==> src/lamp_pkg.sv <==
/*
  Shared constants for the lamp starter sequencer: clock rate, mains
  timebase, preheat lengths, lamp-off check and attempt limits.
  Assumes a 50 MHz system clock and a 50 Hz mains for the defaults.
*/
package lamp_pkg;
  localparam int CLK_HZ = 50_000_000;
  localparam int MAINS_HZ = 50;
  // Peak of the mains wave after a zero crossing, in microseconds
  localparam int PEAK_DELAY_US = 5000;
  localparam int PEAK_DELAY_CYC = PEAK_DELAY_US * (CLK_HZ / 1_000_000);
  // First preheat lengths in milliseconds, converted to mains cycles
  localparam int PREHEAT_SHORT_MS = 1500;
  localparam int PREHEAT_LONG_MS = 2560;
  localparam int PREHEAT_SHORT_CYC = PREHEAT_SHORT_MS * MAINS_HZ / 1000;
  localparam int PREHEAT_LONG_CYC = PREHEAT_LONG_MS * MAINS_HZ / 1000;
  localparam int PREHEAT_W = 8;
  // Consecutive off cycles that declare a failed strike
  localparam int OFF_CYCLES = 8;
  localparam int MAX_ATTEMPTS = 8;
  localparam int CNT_W = 4;

  typedef enum logic [2:0] {
    st_lockout,
    st_preheat,
    st_ignite,
    st_check,
    st_lit,
    st_stopped
  } seq_state_t;
endpackage : lamp_pkg

==> src/mains_tb_if.sv <==
/*
  Mains timebase bundle between the timebase and the sequencer.
  Assumes all strobes are one clock wide and synchronous to clk.
*/
interface mains_tb_if;
  logic cycle_tick;
  logic half_start;
  logic half_end;
  logic peak_strobe;
  logic pos_half;
  modport src (output cycle_tick, half_start, half_end, peak_strobe,
               pos_half);
  modport snk (input cycle_tick, half_start, half_end, peak_strobe,
               pos_half);
endinterface : mains_tb_if

==> src/lamp_starter_sequencer.sv <==
/*
  Control sequencer of a fluorescent lamp starter: lockout, preheat,
  strike, lamp-state check with retries, standby supply regulation.
  Assumes comparator inputs are synchronous to clk and the analog
  switch, clamp and divider sit outside.
*/
// Overview of operation
// - Hold sequencer reset while supply too low
// - Static select input picks preheat length
// - First preheat lengths per variant and frequency
// - Power switch fully on throughout preheat
// - Preheat timed by counting whole mains cycles
// - Retry preheats last half the first
// - Switch off when current reaches threshold
// - Eight off cycles start a shorter retry
// - Eight failed attempts stop until supply reset
// - Lit lamp going off restarts fresh sequence
// - Standby closes supply switch below low level
// - Standby opens supply switch at high level
// - Preheat charges supply at half cycle edges
// - Lamp state from divided voltage comparison
// - Sample lamp state at mains peak
module lamp_starter_sequencer
  import lamp_pkg::*;
#(
  parameter int PEAK_CYC = PEAK_DELAY_CYC,
  parameter int SHORT_CYC = PREHEAT_SHORT_CYC,
  parameter int LONG_CYC = PREHEAT_LONG_CYC,
  parameter int OFF_CYC = OFF_CYCLES,
  parameter int ATTEMPTS = MAX_ATTEMPTS
) (
  input wire logic clk,
  input wire logic rst_b,
  input wire logic clk_en,
  input wire logic low_supply_lockout,
  input wire logic preheat_sel,
  input wire logic mains_pos,
  input wire logic current_at_threshold,
  input wire logic lamp_above_level,
  input wire logic vcc_below_low,
  input wire logic vcc_at_high,
  output logic bidirectional_power_switch,
  output logic supply_switch,
  output logic lamp_lit,
  output logic starter_stopped,
  output logic [CNT_W-1:0] attempt_count
);
  localparam logic [PREHEAT_W-1:0] SHORT_LEN = PREHEAT_W'(SHORT_CYC);
  localparam logic [PREHEAT_W-1:0] LONG_LEN = PREHEAT_W'(LONG_CYC);
  localparam logic [CNT_W-1:0] OFF_LIM = CNT_W'(OFF_CYC);
  localparam logic [CNT_W-1:0] ATT_LIM = CNT_W'(ATTEMPTS);
  localparam logic [CNT_W-1:0] CNT_ONE = CNT_W'(1);
  localparam logic [PREHEAT_W-1:0] PH_ONE = PREHEAT_W'(1);

  //////////////////////////////////////////////////////////////////////
  // Reset release and timebase

  logic rst_m_r;
  logic rst_sync_b;

  always_ff @(posedge clk or negedge rst_b) begin
    if (!rst_b) begin
      rst_m_r <= 1'b0;
      rst_sync_b <= 1'b0;
    end else begin
      rst_m_r <= 1'b1;
      rst_sync_b <= rst_m_r;
    end
  end

  mains_tb_if tb ();

  mains_timebase #(
    .PEAK_CYC(PEAK_CYC)
  ) u_timebase (
    .clk(clk),
    .rst_sync_b(rst_sync_b),
    .clk_en(clk_en),
    .mains_pos(mains_pos),
    .tb(tb)
  );

  //////////////////////////////////////////////////////////////////////
  // Sequencer

  seq_state_t state_r;
  seq_state_t state_nxt;
  logic first_r;
  logic [PREHEAT_W-1:0] ph_cnt_r;
  logic [CNT_W-1:0] off_cnt_r;
  logic [CNT_W-1:0] att_r;
  logic sw_r;
  logic sup_r;

  // Lamp off shows near full mains at the divider, lit about 80 V
  wire lamp_off = lamp_above_level;
  // Only the positive peak counts, so one sample per mains cycle
  wire sample = tb.peak_strobe & tb.pos_half;
  wire [PREHEAT_W-1:0] first_len = preheat_sel ? LONG_LEN : SHORT_LEN;
  // Retries use the halved count of the same select
  wire [PREHEAT_W-1:0] ph_len =
    first_r ? first_len : (first_len >> 1);
  wire ph_done = tb.cycle_tick && (ph_cnt_r + PH_ONE >= ph_len);
  wire off_full = sample && lamp_off && (off_cnt_r + CNT_ONE >= OFF_LIM);
  wire att_left = (att_r < ATT_LIM);

  always_comb begin
    state_nxt = state_r;
    unique case (state_r)
      st_lockout: state_nxt = st_preheat;
      st_preheat: if (ph_done) state_nxt = st_ignite;
      st_ignite: if (current_at_threshold) state_nxt = st_check;
      st_check: begin
        if (sample && !lamp_off) begin
          state_nxt = st_lit;
        end else if (off_full) begin
          state_nxt = att_left ? st_preheat : st_stopped;
        end
      end
      st_lit: if (off_full) state_nxt = st_preheat;
      st_stopped: state_nxt = st_stopped;
    endcase
  end

  // Lockout acts as a synchronous hold; state stays frozen with clk_en
  always_ff @(posedge clk or negedge rst_sync_b) begin
    if (!rst_sync_b) begin
      state_r <= st_lockout;
    end else if (clk_en) begin
      state_r <= low_supply_lockout ? st_lockout : state_nxt;
    end
  end

  always_ff @(posedge clk or negedge rst_sync_b) begin
    if (!rst_sync_b) begin
      ph_cnt_r <= '0;
    end else if (clk_en) begin
      if (state_r != st_preheat || ph_done) begin
        ph_cnt_r <= '0;
      end else if (tb.cycle_tick) begin
        ph_cnt_r <= ph_cnt_r + PH_ONE;
      end
    end
  end

  // Off run counter; any lit sample breaks the run
  always_ff @(posedge clk or negedge rst_sync_b) begin
    if (!rst_sync_b) begin
      off_cnt_r <= '0;
    end else if (clk_en) begin
      if ((state_r != st_check && state_r != st_lit) || off_full) begin
        off_cnt_r <= '0;
      end else if (sample) begin
        off_cnt_r <= lamp_off ? off_cnt_r + CNT_ONE : '0;
      end
    end
  end

  always_ff @(posedge clk or negedge rst_sync_b) begin
    if (!rst_sync_b) begin
      att_r <= '0;
      first_r <= 1'b1;
    end else if (clk_en) begin
      if (low_supply_lockout || (state_r == st_lit && off_full)) begin
        att_r <= '0;
        first_r <= 1'b1;
      end else if (state_r == st_ignite && current_at_threshold) begin
        att_r <= att_r + CNT_ONE;
        first_r <= 1'b0;
      end
    end
  end

  //////////////////////////////////////////////////////////////////////
  // Switch drive and supply regulation

  wire sw_nxt = (state_nxt == st_preheat) || (state_nxt == st_ignite);
  wire in_lit = (state_r == st_lit);
  // Standby charging; close wins if both comparators fire at a half cycle start
  wire sup_lit = (tb.half_start && vcc_below_low) ? 1'b1 :
                 vcc_at_high ? 1'b0 : sup_r;
  // Charging pulse is one clock; the analog stage stretches it
  wire sup_ph = tb.half_start | tb.half_end;

  always_ff @(posedge clk or negedge rst_sync_b) begin
    if (!rst_sync_b) begin
      sw_r <= 1'b0;
      sup_r <= 1'b0;
    end else if (clk_en) begin
      sw_r <= low_supply_lockout ? 1'b0 : sw_nxt;
      sup_r <= (in_lit && !low_supply_lockout) ? sup_lit :
               (state_r == st_preheat) ? (sup_ph & tb.pos_half | tb.half_start)
                                       : 1'b0;
    end
  end

  always_ff @(posedge clk or negedge rst_sync_b) begin
    if (!rst_sync_b) begin
      lamp_lit <= 1'b0;
      starter_stopped <= 1'b0;
      attempt_count <= '0;
    end else if (clk_en) begin
      lamp_lit <= (state_nxt == st_lit) && !low_supply_lockout;
      starter_stopped <= (state_nxt == st_stopped) && !low_supply_lockout;
      // Lockout clears the visible count at once, not one cycle late
      attempt_count <= low_supply_lockout ? '0 : att_r;
    end
  end

  assign bidirectional_power_switch = sw_r;
  assign supply_switch = sup_r;
endmodule : lamp_starter_sequencer

==> src/mains_timebase.sv <==
/*
  Mains timebase: zero-crossing edges of the sensed mains polarity give
  a cycle tick, half cycle start and end strobes and a peak strobe.
  Assumes mains_pos is synchronous and already free of chatter.
*/
module mains_timebase
  import lamp_pkg::*;
#(
  parameter int PEAK_CYC = PEAK_DELAY_CYC
) (
  input wire logic clk,
  input wire logic rst_sync_b,
  input wire logic clk_en,
  input wire logic mains_pos,
  mains_tb_if.src tb
);
  localparam int PW = $clog2(PEAK_CYC + 1);
  localparam logic [PW-1:0] PEAK_LOAD = PW'(PEAK_CYC);
  localparam logic [PW-1:0] ONE = PW'(1);

  logic prev_r;
  logic [PW-1:0] peak_cnt_r;
  logic [PW-1:0] peak_cnt_nxt;
  wire rise = mains_pos & ~prev_r;
  wire fall = ~mains_pos & prev_r;
  wire peak_hit = (peak_cnt_r == ONE);

  // Each zero crossing restarts the peak delay
  assign peak_cnt_nxt = (rise | fall) ? PEAK_LOAD :
                        (peak_cnt_r != '0) ? peak_cnt_r - ONE : peak_cnt_r;

  always_ff @(posedge clk or negedge rst_sync_b) begin
    if (!rst_sync_b) begin
      prev_r <= 1'b0;
      peak_cnt_r <= '0;
    end else if (clk_en) begin
      prev_r <= mains_pos;
      peak_cnt_r <= peak_cnt_nxt;
    end
  end

  // One tick per mains cycle, on the rising zero crossing
  assign tb.cycle_tick = rise & clk_en;
  assign tb.half_start = rise & clk_en;
  assign tb.half_end = fall & clk_en;
  assign tb.peak_strobe = peak_hit & clk_en;
  assign tb.pos_half = prev_r;
endmodule : mains_timebase

==> config.mk <==
export PLATFORM = sky130hd
export DESIGN_NAME = lamp_starter_sequencer
export DESIGN_NICKNAME = d
export VERILOG_FILES = /design/src/lamp_pkg.sv /design/src/mains_tb_if.sv /design/src/lamp_starter_sequencer.sv /design/src/mains_timebase.sv
export SDC_FILE = /design/constraint.sdc
export NUM_CORES = 1
export LEC_CHECK = 0
export BUFFER_PORTS_ARGS = -buffer_cell sky130_fd_sc_hd__clkbuf_2
export CAP_MARGIN = 20
export CORE_UTILIZATION = 39
export DETAILED_ROUTE_END_ITERATION = 12
export PLACE_DENSITY = 0.54
export SLEW_MARGIN = 20
export SYNTH_ARGS = -nofsm -noshare
export SYNTH_HDL_FRONTEND = slang
export SYNTH_SLANG_ARGS = --single-unit
==> constraint.sdc <==
create_clock -name clk -period 1.52 [get_ports clk]
set_clock_uncertainty 0.1 [all_clocks]
set_input_delay 0.304 -clock clk [delete_from_list [all_inputs] [get_ports clk]]
set_output_delay 0.304 -clock clk [all_outputs]
set_load 0.005 [all_outputs]
==> impl.org <==
** Run status
- The run finished, with violations left.
- Violated checks :: setup timing

** Critical path
- Critical path class :: reg2reg
- Worst reg2reg path startpoint :: ph_cnt_r[1]
- Critical Path RT :: 1650 ps
- The worst setup path is launched from a flip-flop.
- Critical Path Fanout Max :: 4
- STA classifies the critical path endpoint as a flip-flop.
- Data arrives at the worst endpoint at about 2700 ps.
- The most critical setup path has its startpoint at ph_cnt_r[1].

** Logic synthesis
- After Yosys synthesis, and, or, nand and nor cells account for between 20% and 30% of the synthesized area.
- The portion of synthesized area spent on multiplexers is less than 1%.
- Post-synthesis adder-cell area fraction :: roughly 8.1%
- Of the total synthesized cell area, the portion taken by XOR and XNOR cells is ~6.0%.
- A synthesized cell averages between 9 and 10 um2.
- EDFF count, synth :: 0
- Synth area leaders :: sky130_fd_sc_hd__dfrtp_1, sky130_fd_sc_hd__ha_1, sky130_fd_sc_hd__xnor2_1
- Fraction of the yosys area taken by sequential cells :: between 40% and 50%
- By area, the combinational part of the netlist is dominated by simple AND/OR/NAND/NOR gates.
- The synthesized design spends more area on one cell type than any other, namely sky130_fd_sc_hd__dfrtp_1.
- During synthesis, Yosys emitted a total of 0 warnings.
- Counting distinct cell types in the post-synthesis netlist gives 54.
- The top cell type by area accounts for 43.3% of the synthesized area.
- Synthesized-area fraction occupied by ao, oa, aoi and oai cells :: about 18%
- Prevailing post-synth register cell :: sky130_fd_sc_hd__dfrtp_1
- Syn Std Cell Area :: 0.00277 mm2
- For this run, asynchronously set or reset flops after synthesis account for 100%.
- Synthesis inferred 49 register bits.
- Mapped Nets :: around 310
- Gate count after technology mapping :: between 200 and 300

** Final layout
- Area growth syn-to-layout :: 55.7%
- Once layout is complete, the cells apart from fillers number just under 500.
- Number of nets in the layout :: about 420
- Antenna diodes :: 0
- In the final layout, the share of cells above drive strength 1 is 47.5%.

** Detailed routing
- Summing over every cut layer, the via total after detailed routing is ~2500.
- Number of antenna-violating nets in the routed design :: 0
- The first detailed-routing pass took 4 iterations.
- Wires add up to 6800 um.
- Residual DRC :: 0
- Via count normalized by instance count :: approximately 5
- After detailed routing, the average wire length per cell comes to about 14 um.
- Drt first-iter violations :: 87

** Clock tree
- Skew-Pair Late Insertion Delay :: roughly 300 ps
- Root Buffer :: sky130_fd_sc_hd__clkbuf_8
- Number of clock sinks :: slightly below 50
- Number of levels in the clock H-tree :: 2
- The longest clock path from root to sink contains 2 buffers.
- Clock-pin slew was measured on the worst setup and hold paths at approximately 90 ps.
- Clock tree from TritonCTS :: built
- Number of CTS-inserted buffers :: 5

** Timing
- The worst path in the final design needs a cycle of around 2500 ps, including I/O delays and setup.
- Once routing completed, OpenROAD measured the worst setup slack at -1020 ps.
- The number of max-slew violations in the final report came to 0.
- Setup violations, final :: 41
- Total count of hold-check failures in the final report :: 0
- Maximum clock frequency :: approximately 400 MHz
- Setup repair after global routing could not meet its margin everywhere.
- Dividing the final minimum period by the clock period gives 167%.

** Placed design
- Detail Placement HPWL :: 4810 um
- Number of placed cells counting well taps :: 469
- Routability congestion estimate from global placement :: 0.784
- The count of buffers added on input and output ports is 17.

** Global route
- Gr ovfl total :: 0
- Global-route usage over all layers :: 19.7%
- The first global-routing pass estimated around 12000 um of wire.
- Vias in the first global route :: 2534
- Pin count of the biggest net entering global routing :: 46
- Number of antenna violations at the first check in global routing :: 0

** Floorplanning
- The die covers around 0.0075 mm2.
- Initial Util :: 40.6%
- The floorplan step set the die height to roughly 86 um.
- CORE AREA :: between 0.006 and 0.007 mm2
- # IOs :: 18
- Site row count :: 30
- Die span in x :: 86.3 um

** Run
- Count of maximum capacitance violations :: 0

** Hold path
- In this run the worst hold path is classified as reg2async.

** Power
- The completed layout was analyzed and its total power is roughly 3700 uW.
- For this design the static power due to leakage is slightly below 0.002 uW.
- Power spread over the standard cell area amounts to between 800 and 900 mW/mm2.
- VDD sags by at most 0.495 mV.
sequential cells by signal, indices dropped and copies added, names as in the netlist, 3 cells and up:
register,cells
ph_cnt_r,8
att_r,4
u_timebase.peak_cnt_r,18
off_cnt_r,4
state_r,3
attempt_count,4
report_power, final:
| group | switching [uW] | internal (uW) |
|---|---|---|
| Combinational | 627 | 597 |
| Sequential | 74.1 | 1410 |
| Clock | 425 | 537 |
through the flow:
step	worst slack (ps)	setup TNS, ps	instance area [um2]	util (%)	hold WS [ps]
final	-1020	-28060	4320	63.2	152
after global routing	-1140	-32960	4320	63.2	184
after CTS	-968	-27130	4180	61.2	169
after detailed placement	-1010	-29990	3740	54.7	-44.0
after global placement	-943	-29280	3740	54.7	-40.4
after floorplan	-870	-24920	2940	-	-91.6
path summary, 6_finish.rpt:
| check | slack, ps | end | cells after the start |
|---|---|---|---|
| max in group asynchronous | 660 | u_timebase.peak_cnt_r[0] | 1 |
| min in group clk | 250 | u_timebase.tb.pos_half | 4 |
| setup reg to reg | -1020 | ph_cnt_r[7] | 11 |
| hold reg to reg | 150 | u_timebase.tb.pos_half | 1 |
| hold / removal | 150 | u_timebase.tb.pos_half | 1 |
| setup / recovery | -1020 | ph_cnt_r[7] | 11 |
synth_stat cells (2+ instances only):
| library cell | number |
|---|---|
| sky130_fd_sc_hd__a22o_1 | 8 |
| sky130_fd_sc_hd__dfrtp_1 | 48 |
| sky130_fd_sc_hd__or3_1 | 5 |
| sky130_fd_sc_hd__nor3_1 | 5 |
| sky130_fd_sc_hd__nor2_1 | 21 |
| sky130_fd_sc_hd__and3_1 | 7 |
| sky130_fd_sc_hd__a21oi_1 | 9 |
| sky130_fd_sc_hd__clkbuf_1 | 3 |
| sky130_fd_sc_hd__xor2_1 | 6 |
| sky130_fd_sc_hd__o21ai_1 | 3 |
| sky130_fd_sc_hd__o21ai_0 | 19 |
| sky130_fd_sc_hd__o2bb2ai_1 | 2 |
| sky130_fd_sc_hd__nand2_1 | 26 |
| sky130_fd_sc_hd__inv_1 | 18 |
| sky130_fd_sc_hd__ha_1 | 18 |
| sky130_fd_sc_hd__o31ai_1 | 4 |
| sky130_fd_sc_hd__a22oi_2 | 2 |
| sky130_fd_sc_hd__xnor2_1 | 13 |
| sky130_fd_sc_hd__or4_4 | 2 |
| sky130_fd_sc_hd__nor4_1 | 2 |
| sky130_fd_sc_hd__o22ai_1 | 3 |
| sky130_fd_sc_hd__nor2_2 | 2 |
| sky130_fd_sc_hd__nand3_1 | 14 |
| sky130_fd_sc_hd__nand4_1 | 7 |
| sky130_fd_sc_hd__nand2b_1 | 4 |
critical path: stages, from the launching register on:
cell                      delay [ps]
sky130_fd_sc_hd__dfrtp_1         420
sky130_fd_sc_hd__and3_4          210
sky130_fd_sc_hd__and3_4          200
sky130_fd_sc_hd__nand3_4         100
sky130_fd_sc_hd__xnor2_4         200
sky130_fd_sc_hd__ha_4            230
sky130_fd_sc_hd__buf_6           110
sky130_fd_sc_hd__a21oi_4         180
sky130_fd_sc_hd__nand3_2         140
sky130_fd_sc_hd__nor3_4          290
sky130_fd_sc_hd__buf_4           170
sky130_fd_sc_hd__a22o_1          120
metal layers:
layer / vias to the layer above / wire [um] / track usage [%]
li1: 1239 / - / -
met1: 1200 / 3350 / 27.8
met2: 27 / 3300 / 31.9
met3: 2 / 125 / 2.86
met4: 0 / 27 / 5.15
met5: - / 0 / 0
cell type report:
type                            instances  area, um2
Tap cell                               96        120
Multi-Input combinational cell        209       1920
Fill cell                             589       2510
Inverter                               18       70.1
Clock inverter                          1       30.0
Clock buffer                            7       86.3
Timing Repair Buffer                  112        868
Sequential cell                        49       1230
what timing repair did:
| item | 4_1_cts | 5_1_grt |
|---|---|---|
| gates resized for setup | 50 | 24 |
| pin swaps | 27 | 18 |
| hold endpoints to repair | 4 | 0 |
| hold buffers | 2 | 0 |
| setup buffers | 9 | 5 |
| cloned | 0 | 0 |
| setup endpoints to repair | 42 | 42 |
layout by cell type, fill, tap and decap left out, types with 11 or more instances in the layout:
| master | count |
|---|---|
| sky130_fd_sc_hd__buf_4 | 78 |
| sky130_fd_sc_hd__buf_6 | 14 |
| sky130_fd_sc_hd__clkbuf_2 | 17 |
| sky130_fd_sc_hd__dfrtp_1 | 47 |
| sky130_fd_sc_hd__ha_1 | 14 |
| sky130_fd_sc_hd__inv_1 | 17 |
| sky130_fd_sc_hd__nand2_1 | 22 |
| sky130_fd_sc_hd__nor2_1 | 17 |
| sky130_fd_sc_hd__o21ai_1 | 12 |
| sky130_fd_sc_hd__xnor2_1 | 11 |
kinds of logic (layout without fill, tap and decap cells):
group,count (synthesis),in the layout
muxes,1,1
other,1,1
adders and majority gates,18,18
xor gates and xnor gates,19,19
and+or+nand+nor,105,105
buffers and inverters,22,138
DFF,49,49
AOI/OAI and AO/OA,65,65
(Power assumes the default switching activity.)
